`src/verilog/sff_cfg.svh`:
```
// constants of the serial frame format block: offsets, fields, resets, timing
// assumes a 32-bit classic wishbone slave, word addressed through adr_i[7:2]
`ifndef SFF_CFG_SVH
`define SFF_CFG_SVH
// register word indices
`define SFF_ADR_MODE    6'h00
`define SFF_ADR_TXDATA  6'h01
`define SFF_ADR_RXDATA  6'h02
`define SFF_ADR_STATUS  6'h03
`define SFF_ADR_DIV     6'h04
// mode register fields
`define SFF_MODE_SYNC   7
`define SFF_MODE_CHLEN  6
`define SFF_MODE_PAR_EN 5
`define SFF_MODE_ODD    4
`define SFF_MODE_STOP2  3
`define SFF_MODE_RST    8'h00
// status register fields
`define SFF_ST_RXFULL   0
`define SFF_ST_PERR     1
`define SFF_ST_FERR     2
`define SFF_ST_OVR      3
`define SFF_ST_TXEMPTY  4
`define SFF_ST_TXFULL   5
`define SFF_ST_TXBUSY   6
`define SFF_ST_W1C      8'h0F
// bit time: 100 MHz clock, 115200 baud default
`define SFF_CLK_HZ      100000000
`define SFF_BAUD        115200
`define SFF_DIV_RST     16'(`SFF_CLK_HZ / `SFF_BAUD - 1)
`define SFF_FIFO_DEPTH  16
`endif

```
`src/verilog/sff_pkg.sv`:
```
// types of the serial frame format block
// assumes sff_cfg.svh for all numeric constants
package sff_pkg;
	typedef struct packed {
		logic       sync;      // 1: clock synchronous
		logic       char_length_select; // 1: seven data bits, async mode only
		logic       parity_enable;      // parity on, async mode only
		logic       odd;       // 1: odd parity
		logic       stop2;     // two stop bits, async mode only
		logic [2:0] rsv;
	} sff_mode_t;
	typedef struct packed {
		logic       cyc;
		logic       stb;
		logic       we;
		logic [5:0] adr;
		logic [3:0] sel;
		logic [31:0] dat;
	} sff_wb_req_t;
	typedef enum logic [2:0] {TX_IDLE, TX_START, TX_DATA, TX_PAR, TX_STOP} sff_tx_st_t;
	typedef enum logic [2:0] {RX_IDLE, RX_START, RX_DATA, RX_PAR, RX_STOP} sff_rx_st_t;
endpackage : sff_pkg

```
`src/verilog/sff_top.sv`:
```
// serial frame format block: mode register, tx fifo, transmitter, receiver
// assumes classic wishbone master on clk_i; serial partner on the pins
//
// The Wishbone interface to the registers and the register offsets are this design's own decisions.
`timescale 1ns/1ps
`include "sff_cfg.svh"

// ****************************************
// transmit fifo
// ****************************************
module sff_fifo #(
	parameter int W = 8,
	parameter int D = `SFF_FIFO_DEPTH
) (
	input  wire logic         clk_i,     // clock
	input  wire logic         rst_i,     // sync reset
	input  wire logic         in_valid_i, // push request
	output logic              in_ready_o, // space left
	input  wire logic [W-1:0] in_data_i, // push data
	output logic              out_valid_o, // data present
	input  wire logic         out_ready_i, // pop
	output logic [W-1:0]      out_data_o // head data
);
	localparam int AW = $clog2(D);
	if (D < 2 || (1 << AW) != D)
	begin : g_bad_depth
		$error("fifo depth must be a power of two");
	end
	logic [W-1:0] mem [D];
	logic [AW:0]  wr_reg;
	logic [AW:0]  rd_reg;
	assign out_valid_o = wr_reg != rd_reg;
	assign in_ready_o  = (wr_reg ^ rd_reg) != (AW+1)'(D);
	assign out_data_o  = mem[rd_reg[AW-1:0]];
	always_ff @(posedge clk_i)
	begin
		if (in_valid_i && in_ready_o)
			mem[wr_reg[AW-1:0]] <= in_data_i;
	end
	always_ff @(posedge clk_i)
	begin
		if (rst_i)
			wr_reg <= '0;
		else if (in_valid_i && in_ready_o)
			wr_reg <= wr_reg + 1'b1;
	end
	always_ff @(posedge clk_i)
	begin
		if (rst_i)
			rd_reg <= '0;
		else if (out_valid_o && out_ready_i)
			rd_reg <= rd_reg + 1'b1;
	end
endmodule : sff_fifo

// ****************************************
// top
// ****************************************
module sff_top
	import sff_pkg::*;
#(
	parameter int FIFO_DEPTH = `SFF_FIFO_DEPTH
) (
	input  wire logic        clk_i,  // 100 MHz clock
	input  wire logic        rst_i,  // sync reset, high
	input  wire logic        cyc_i,  // wishbone cycle
	input  wire logic        stb_i,  // wishbone strobe
	input  wire logic        we_i,   // write
	input  wire logic [7:0]  adr_i,  // byte address
	input  wire logic [3:0]  sel_i,  // byte lanes
	input  wire logic [31:0] dat_i,  // write data
	output logic [31:0]      dat_o,  // read data
	output logic             ack_o,  // acknowledge
	input  wire logic        serial_rx_line_i, // serial data in
	output logic             serial_tx_line_o, // serial data out
	output logic             sclk_o  // sync mode bit clock
);
	import sff_pkg::*;
	if (FIFO_DEPTH < 2)
	begin : g_shallow
		$error("fifo too shallow");
	end

	function automatic logic [3:0] nbits(sff_mode_t m);
		return (m.sync || !m.char_length_select) ? 4'h8 : 4'h7;
	endfunction : nbits
	function automatic logic par_on(sff_mode_t m);
		return m.parity_enable && !m.sync;
	endfunction : par_on

	sff_mode_t   mode_reg;
	logic [15:0] div_reg;
	logic        ack_reg;
	logic [31:0] dat_reg;
	logic [7:0]  rxd_reg;
	logic [3:0]  flag_reg;
	sff_wb_req_t req;
	logic        take;
	logic        stall;
	logic        fifo_ready;
	logic        fifo_valid;
	logic [7:0]  fifo_data;
	logic        fifo_pop;
	sff_tx_st_t  tx_st_reg;
	logic [15:0] tx_cnt_reg;
	logic [3:0]  tx_bits_reg;
	logic [7:0]  tx_sh_reg;
	logic        tx_par_reg;
	logic        tx_stop_reg;
	logic        tx_reg;
	logic        sclk_reg;
	logic        tx_tick;
	logic        sync_rise;
	logic [2:0]  rx_ff_reg;
	logic        rx_f_reg;
	sff_rx_st_t  rx_st_reg;
	logic [15:0] rx_cnt_reg;
	logic [3:0]  rx_bits_reg;
	logic [7:0]  rx_sh_reg;
	logic        rx_par_reg;
	logic        rx_tick;
	logic        rx_store;
	logic [7:0]  rx_word;
	logic        rx_perr;
	logic        rx_ferr;

// ****************************************
// wishbone slave
// ****************************************
	assign req   = '{cyc_i, stb_i, we_i, adr_i[7:2], sel_i, dat_i};
	assign stall = req.we && req.adr == `SFF_ADR_TXDATA && !fifo_ready;
	// a full fifo holds ack back, so the master is stalled, not dropped
	assign take  = req.cyc && req.stb && !ack_reg && !stall;
	assign ack_o = ack_reg;
	assign dat_o = dat_reg;

	always_ff @(posedge clk_i)
	begin
		if (rst_i)
			ack_reg <= 1'b0;
		else
			ack_reg <= take;
	end
	always_ff @(posedge clk_i)
	begin
		if (rst_i)
			mode_reg <= `SFF_MODE_RST;
		else if (take && req.we && req.adr == `SFF_ADR_MODE && req.sel[0])
			mode_reg <= req.dat[7:0];
	end
	always_ff @(posedge clk_i)
	begin
		if (rst_i)
			div_reg <= `SFF_DIV_RST;
		else if (take && req.we && req.adr == `SFF_ADR_DIV)
		begin
			if (req.sel[0])
				div_reg[7:0] <= req.dat[7:0];
			if (req.sel[1])
				div_reg[15:8] <= req.dat[15:8];
		end
	end
	always_ff @(posedge clk_i)
	begin
		if (rst_i)
			dat_reg <= '0;
		else if (take && !req.we)
			unique case (req.adr)
				`SFF_ADR_MODE:   dat_reg <= {24'h0, mode_reg};
				`SFF_ADR_RXDATA: dat_reg <= {24'h0, rxd_reg};
				`SFF_ADR_STATUS: dat_reg <= {25'h0, tx_st_reg != TX_IDLE, !fifo_ready, !fifo_valid, flag_reg};
				`SFF_ADR_DIV:    dat_reg <= {16'h0, div_reg};
				default:         dat_reg <= '0;
			endcase
	end
	// flags: rx full, parity, framing, overrun; hardware set beats software clear
	always_ff @(posedge clk_i)
	begin
		if (rst_i)
			flag_reg <= '0;
		else
		begin
			logic [3:0] clr;
			clr = '0;
			if (take && req.we && req.adr == `SFF_ADR_STATUS && req.sel[0])
				clr = req.dat[3:0] & 4'(`SFF_ST_W1C);
			if (take && !req.we && req.adr == `SFF_ADR_RXDATA)
				clr[`SFF_ST_RXFULL] = 1'b1;
			flag_reg <= (flag_reg & ~clr) | (rx_store ? {flag_reg[0], rx_ferr, rx_perr, 1'b1} : 4'h0);
		end
	end
	always_ff @(posedge clk_i)
	begin
		if (rst_i)
			rxd_reg <= '0;
		else if (rx_store)
			rxd_reg <= rx_word;
	end

	sff_fifo #(.W(8), .D(FIFO_DEPTH)) u_fifo (
		.clk_i       (clk_i),
		.rst_i       (rst_i),
		.in_valid_i  (take && req.we && req.adr == `SFF_ADR_TXDATA && req.sel[0]),
		.in_ready_o  (fifo_ready),
		.in_data_i   (req.dat[7:0]),
		.out_valid_o (fifo_valid),
		.out_ready_i (fifo_pop),
		.out_data_o  (fifo_data)
	);

// ****************************************
// transmitter
// ****************************************
	assign tx_tick   = tx_cnt_reg == 16'h0;
	assign fifo_pop  = tx_st_reg == TX_IDLE && fifo_valid;
	// synchronous bit clock rises at mid bit; partner and our receiver sample there
	assign sync_rise = mode_reg.sync && tx_st_reg == TX_DATA && tx_cnt_reg == (div_reg >> 1);
	assign serial_tx_line_o = tx_reg;
	assign sclk_o    = sclk_reg;

	always_ff @(posedge clk_i)
	begin
		if (rst_i || tx_st_reg == TX_IDLE || tx_tick)
			tx_cnt_reg <= rst_i ? 16'h0 : div_reg;
		else
			tx_cnt_reg <= tx_cnt_reg - 1'b1;
	end
	always_ff @(posedge clk_i)
	begin
		if (rst_i)
		begin
			tx_st_reg   <= TX_IDLE;
			tx_bits_reg <= '0;
			tx_sh_reg   <= '0;
			tx_par_reg  <= 1'b0;
			tx_stop_reg <= 1'b0;
		end
		else
			unique case (tx_st_reg)
				TX_IDLE:
					if (fifo_valid)
					begin
						// seven-bit characters lose bit 7
						tx_sh_reg   <= nbits(mode_reg) == 4'h7 ? {1'b0, fifo_data[6:0]} : fifo_data;
						tx_par_reg  <= mode_reg.odd;
						tx_bits_reg <= nbits(mode_reg);
						tx_st_reg   <= mode_reg.sync ? TX_DATA : TX_START;
					end
				TX_START:
					if (tx_tick)
						tx_st_reg <= TX_DATA;
				TX_DATA:
					if (tx_tick)
					begin
						tx_sh_reg   <= tx_sh_reg >> 1;
						tx_par_reg  <= tx_par_reg ^ tx_sh_reg[0];
						tx_bits_reg <= tx_bits_reg - 1'b1;
						tx_stop_reg <= mode_reg.stop2;
						if (tx_bits_reg == 4'h1)
							tx_st_reg <= mode_reg.sync ? TX_IDLE : par_on(mode_reg) ? TX_PAR : TX_STOP;
					end
				TX_PAR:
					if (tx_tick)
						tx_st_reg <= TX_STOP;
				TX_STOP:
					if (tx_tick)
					begin
						tx_stop_reg <= 1'b0;
						if (!tx_stop_reg)
							tx_st_reg <= TX_IDLE;
					end
			endcase
	end
	always_ff @(posedge clk_i)
	begin
		if (rst_i)
			tx_reg <= 1'b1;
		else
			unique case (tx_st_reg)
				TX_START: tx_reg <= 1'b0;
				TX_DATA:  tx_reg <= tx_sh_reg[0];
				TX_PAR:   tx_reg <= tx_par_reg;
				default:  tx_reg <= 1'b1;
			endcase
	end
	always_ff @(posedge clk_i)
	begin
		if (rst_i)
			sclk_reg <= 1'b1;
		else
			sclk_reg <= !(mode_reg.sync && tx_st_reg == TX_DATA && tx_cnt_reg > (div_reg >> 1));
	end

// ****************************************
// receiver
// ****************************************
	// three-stage sampler; level changes only when the last two agree
	always_ff @(posedge clk_i)
	begin
		if (rst_i)
			rx_ff_reg <= 3'h7;
		else
			rx_ff_reg <= {rx_ff_reg[1:0], serial_rx_line_i};
	end
	always_ff @(posedge clk_i)
	begin
		if (rst_i)
			rx_f_reg <= 1'b1;
		else if (rx_ff_reg[1] == rx_ff_reg[2])
			rx_f_reg <= rx_ff_reg[2];
	end
	assign rx_tick  = rx_cnt_reg == 16'h0;
	// sync: the bit arriving at the last rising clock completes the word
	assign rx_word  = mode_reg.sync ? {rx_f_reg, rx_sh_reg[7:1]} :
		(nbits(mode_reg) == 4'h7 ? rx_sh_reg >> 1 : rx_sh_reg);
	assign rx_store = mode_reg.sync ? (sync_rise && tx_bits_reg == 4'h1) : (rx_st_reg == RX_STOP && rx_tick);
	assign rx_perr  = par_on(mode_reg) && (rx_par_reg != mode_reg.odd);
	assign rx_ferr  = !mode_reg.sync && !rx_f_reg;

	always_ff @(posedge clk_i)
	begin
		if (rst_i || rx_st_reg == RX_IDLE)
			rx_cnt_reg <= rst_i ? 16'h0 : div_reg >> 1;
		else if (rx_tick)
			rx_cnt_reg <= div_reg;
		else
			rx_cnt_reg <= rx_cnt_reg - 1'b1;
	end
	always_ff @(posedge clk_i)
	begin
		if (rst_i)
		begin
			rx_st_reg   <= RX_IDLE;
			rx_bits_reg <= '0;
			rx_sh_reg   <= '0;
			rx_par_reg  <= 1'b0;
		end
		else if (mode_reg.sync)
		begin
			rx_st_reg <= RX_IDLE;
			if (sync_rise)
				rx_sh_reg <= {rx_f_reg, rx_sh_reg[7:1]};
			rx_bits_reg <= 4'h0;
		end
		else
			unique case (rx_st_reg)
				// after the first stop bit the line is watched again, so a low
				// second stop position starts the next character
				RX_IDLE:
					if (!rx_f_reg)
						rx_st_reg <= RX_START;
				RX_START:
					if (rx_tick)
					begin
						rx_st_reg   <= rx_f_reg ? RX_IDLE : RX_DATA;
						rx_bits_reg <= nbits(mode_reg);
						rx_par_reg  <= 1'b0;
					end
				RX_DATA:
					if (rx_tick)
					begin
						rx_sh_reg   <= {rx_f_reg, rx_sh_reg[7:1]};
						rx_par_reg  <= rx_par_reg ^ rx_f_reg;
						rx_bits_reg <= rx_bits_reg - 1'b1;
						if (rx_bits_reg == 4'h1)
							rx_st_reg <= par_on(mode_reg) ? RX_PAR : RX_STOP;
					end
				RX_PAR:
					if (rx_tick)
					begin
						rx_par_reg <= rx_par_reg ^ rx_f_reg;
						rx_st_reg  <= RX_STOP;
					end
				RX_STOP:
					if (rx_tick)
					begin
						rx_bits_reg <= 4'h0;
						rx_st_reg   <= RX_IDLE;
					end
			endcase
	end

// ****************************************
// checks
// ****************************************
	chk_start_low: assert property (@(posedge clk_i) disable iff (rst_i)
		$rose(tx_st_reg == TX_START) |=> !serial_tx_line_o) else $error("start bit not low");
	chk_idle_high: assert property (@(posedge clk_i) disable iff (rst_i)
		$past(tx_st_reg == TX_STOP || tx_st_reg == TX_IDLE) |-> serial_tx_line_o) else $error("stop or idle not high");
	chk_sync_no_par: assert property (@(posedge clk_i) disable iff (rst_i)
		mode_reg.sync && tx_st_reg == TX_DATA |=> tx_st_reg inside {TX_DATA, TX_IDLE}) else $error("sync frame has extras");
	chk_seven_msb: assert property (@(posedge clk_i) disable iff (rst_i)
		tx_st_reg == TX_IDLE && fifo_valid && !mode_reg.sync && mode_reg.char_length_select |=> !tx_sh_reg[7])
		else $error("msb kept");
	chk_data_len: assert property (@(posedge clk_i) disable iff (rst_i)
		tx_st_reg == TX_START && tx_tick |=> tx_bits_reg == (mode_reg.char_length_select ? 4'h7 : 4'h8))
		else $error("wrong length");
	chk_tx_parity: assert property (@(posedge clk_i) disable iff (rst_i)
		$rose(tx_st_reg == TX_PAR) |=> serial_tx_line_o == $past(tx_par_reg)) else $error("parity bit wrong");
	chk_mode_wr: assert property (@(posedge clk_i) disable iff (rst_i)
		take && we_i && req.adr == `SFF_ADR_MODE && sel_i[0] |=> ##1 mode_reg == $past(dat_i[7:0], 2)) else $error("mode not written");
	chk_rx_ferr: assert property (@(posedge clk_i) disable iff (rst_i)
		rx_st_reg == RX_STOP && rx_tick && !mode_reg.sync && !rx_f_reg |=> flag_reg[`SFF_ST_FERR]) else $error("framing lost");
	chk_ack_pulse: assert property (@(posedge clk_i) disable iff (rst_i)
		ack_o |=> !ack_o) else $error("ack held");
	cov_async_par: cover property (@(posedge clk_i) disable iff (rst_i) tx_st_reg == TX_PAR);
	cov_two_stop: cover property (@(posedge clk_i) disable iff (rst_i) tx_st_reg == TX_STOP && tx_stop_reg);
	cov_sync_rx: cover property (@(posedge clk_i) disable iff (rst_i) rx_store && mode_reg.sync);
	cov_fifo_full: cover property (@(posedge clk_i) disable iff (rst_i) stall && cyc_i && stb_i);
endmodule : sff_top

```
`config.mk`:
```
export PLATFORM = sky130hd
export DESIGN_NAME = sff_top
export DESIGN_NICKNAME = d
export VERILOG_FILES = /design/src/verilog/sff_pkg.sv /design/src/verilog/sff_top.sv
export VERILOG_INCLUDE_DIRS = /design/src /design/src/verilog
export SDC_FILE = /design/constraint.sdc
export NUM_CORES = 1
export LEC_CHECK = 0
export BUFFER_PORTS_ARGS = -buffer_cell sky130_fd_sc_hd__buf_2
export CAP_MARGIN = 15
export CORE_ASPECT_RATIO = 0.6
export CORE_MARGIN = 1.5
export CORE_UTILIZATION = 40
export DETAILED_ROUTE_END_ITERATION = 8
export HOLD_SLACK_MARGIN = 0.03
export PLACE_DENSITY = 0.63
export SYNTH_ARGS = -nofsm -noshare
export SYNTH_HDL_FRONTEND = slang
export SYNTH_HIERARCHICAL = 1
export SYNTH_SLANG_ARGS = --single-unit
```
`constraint.sdc`:
```
create_clock -name clk_i -period 4.2 [get_ports clk_i]
set_input_delay 0.21 -clock clk_i [delete_from_list [all_inputs] [get_ports clk_i]]
set_output_delay 0.21 -clock clk_i [all_outputs]
set_load 0.02 [all_outputs]
```
==> reports/metrics.yaml <==
setup_path:
  crit_start: "tx_cnt_reg[4]"
  crit_arrival_ns: 3.58
  rrSetupSlack_ns: 1.09
  slowest_stage: "o211ai_2"
  r2r_end: "tx_cnt_reg[15]"
  endpoint: "tx_cnt_reg[15]"
  slowest_delay_ns: 0.81
  path_cells: "or4_1, or4_1, o211ai_2, buf_4, nand3_1, o21ai_0"
  reg2reg_depth: 6
  path_common_cell: "or4_1"
  path_max_fanout: 25
  endpoint_kind: "flop"
  cp_top_family: "simple AND/OR/NAND/NOR gates"
  cp.required_ns: 4.67
  crit_type: "flop to flop"
  r2r_start: "tx_cnt_reg[4]"
  cp.depth: 6
  crit_buf_inv: 1
  setup.worst_path.start_class: "flop"
logic_synthesis:
  synth-edff-count: 128
  synth_seq_cells: 266
  ys.flop_type: "dfxtp_1"
  ys_warn_count: 6
  seq_area_frac_synth_pct: 53.46
  syn_area_sq_um: 12360
  synth_cells: 1096
  syn_area_per_cell_sq_um: 11.27
  ys_types: 76
  async_flop_share_pct: 0
floorplan:
  fp.dieH_um: 139.1
  die_area_sq_um: 31990
  dieWidth_um: 229.9
  num_rows: 49
  coreArea_sq_um: 30160
  io_pins: 85
  initial_utilization_pct: 40.97
clock_tree:
  cts.path.max_buffers: 3
  h-tree-depth: 1
  cts_tree: "yes"
  cts_buffers: 27
  clock-sinks: 266
  clock_latency_ns: 0.55
  clk_pin_slew_worst_paths_ns: 0.06
  root_buffer: "clkbuf_16"
global_route:
  grt_overflow: 0
  antenna_found_initial: 2
  grt_pass1_wl_um: 46880
  grt_max_degree: 75
  track_usage_pct: 18.48
  grt_pass1_vias: 8130
timing:
  setup_violations: 0
  grt_setup_unrepaired: "no"
  tightest_slew_ns: 1.123
  slew_violations: 0
  final.period_utilization_pct: 74.05
  fin_skew_ns: 0.02531
  relSlewSlack_pct: 24.95
  fmax_ghz: 0.3215
  tns_ns: 0
  min_period_ns: 3.110
  hold_viol: 0
layout:
  final_common_cell: "dfxtp_1"
  nets: 1204
  nFillCells: 2815
  antenna_cells: 0
  drive_above_1_share_pct: 12.11
  syn2layout_area_growth_pct: 11.74
  final_cell_mix: "dfxtp_1 (136), edfxtp_1 (128), nand2_1 (95), nor2_1 (92), a21oi_1 (55)"
  largest_register_ffs: 128
  final_util_pct: 45.77
power:
  p_int_uw: 4258
  p_per_area_nw_per_um2: 403.9
  p_leak_uw: 0.004995
  p_switching_uw: 1318
  clockPowerShare_pct: 42.2
  ir_drop_mv: 0.3673
  switching_share_pct: 23.64
  p_seq_share_pct: 50.3
  pwr-share-comb_pct: 7.5
  p_total_uw: 5576
drt:
  viasPerCell: 5.645
  totalWireLength_um: 29880
  drc_errors: 0
  antenna_left: 0
  vias: 8783
  wire_per_inst_um: 19.20
  dr.pass1.iters: 7
  drt_iter0_drc: 914
placed_design:
  hpwl_um: 20380
  port_buffers: 48
  gp_congestion: 0.7962
hold_path:
  holdCritPathClass: "primary input to flop"
flow_run:
  maxCapViolations: 0
run_status:
  outcome: "complete, no violations"
## Yosys cell counts (all sizes together) (10+ instances only)
cell type	count	area, sq um
mux2i	20	200.2
ha	27	337.8
o211ai	13	102.6
xnor2	14	122.6
o31ai	10	102.6
xor2	14	122.6
a211oi	11	82.58
and3	21	131.4
edfxtp	128	3844
inv	41	153.9
nand3	49	245.2
nor2	92	345.3
nor3	21	105.1
a22oi	10	75.07
a21oi	56	284.0
nand2	95	356.6
or4	10	75.07
mux4	40	991.0
a311oi	17	148.9
nor4	15	108.9
o21ai	44	220.2
buf	35	259.0
clkbuf	52	195.2
dfxtp	138	2763
## layout make-up
class | count | area, sq um | area share, %
multi-input combinational | 717 | 5204 | 37.69
sequential | 266 | 6609 | 47.87
inverter | 41 | 153.9 | 1.115
timing repair buffer | 74 | 470.5 | 3.407
clock inverter | 13 | 126.4 | 0.9153
clock buffer | 37 | 733.2 | 5.310
tap | 408 | 510.5 | 3.697
## worst min-delay path by stage
stage / endpoint / cells past startpoint / slack, ns / start
5_1_grt: u_fifo/mem[10][7] / 1 / 0.09 / dat_i[7]
4_1_cts: mode_reg[7] / 3 / 0.08 / dat_i[7]
3_3_place_gp: rx_ff_reg[0] / 2 / 0.40 / serial_rx_line_i
2_1_floorplan: u_fifo/mem[0][0] / 0 / 0.31 / dat_i[0]
3_5_place_dp: rx_ff_reg[1] / 1 / 0.40 / rx_ff_reg[0]
6_report: u_fifo/mem[10][7] / 1 / 0.09 / dat_i[7]
## per-layer routing
| layer | share of wire, % | vias to the layer above | track usage [%] |
|---|---|---|---|
| met5 | 0 | - | 0 |
| met4 | 1.1 | 0 | 2.649 |
| met3 | 7.8 | 28 | 3.762 |
| met2 | 39 | 285 | 23.99 |
| met1 | 52 | 4302 | 31.17 |
| li1 | - | 4168 | - |
## cells by family (layout without fill, tap and decap cells)
logic type / after synthesis / after routing / synth area share, %
mux: 67 / 67 / 10.28
other cells: 1 / 16 / 0.03035
fa+ha+maj: 27 / 27 / 2.734
simple gates: 358 / 358 / 14.19
compound gates: 221 / 221 / 12.40
buf+inv: 128 / 165 / 4.921
xor+xnor: 28 / 28 / 1.985
flops: 266 / 266 / 53.46
## power groups by stage
stage | Combinational, uW | Clock [uW] | Sequential, uW
floorplan | 329 | 0 | 2840
global placement | 395 | 0 | 2860
detailed placement | 405 | 0 | 2860
CTS | 414 | 2390 | 2810
global route | 459 | 2520 | 2810
finish | 418 | 2350 | 2810
## metrics by stage
step / std cells / cell area, sq um / hold slack, ns / setup WS, ns
after global routing: 1556 / 13810 / 0.08933 / 0.8862
after CTS: 1556 / 13810 / 0.08007 / 1.098
final: 1556 / 13810 / 0.09083 / 1.090
after detailed placement: 1493 / 12820 / 0.4044 / 1.113
after global placement: 1493 / 12820 / 0.4011 / 1.165
after floorplan: 1111 / 12410 / 0.3089 / 1.637
## timing repair
action	4_1_cts	5_1_grt
resized for setup	0	0
endpoints found under the hold margin	11	0
buffers inserted	0	0
hold buffers	13	0
No activity file was read; power rests on OpenSTA's default activity.
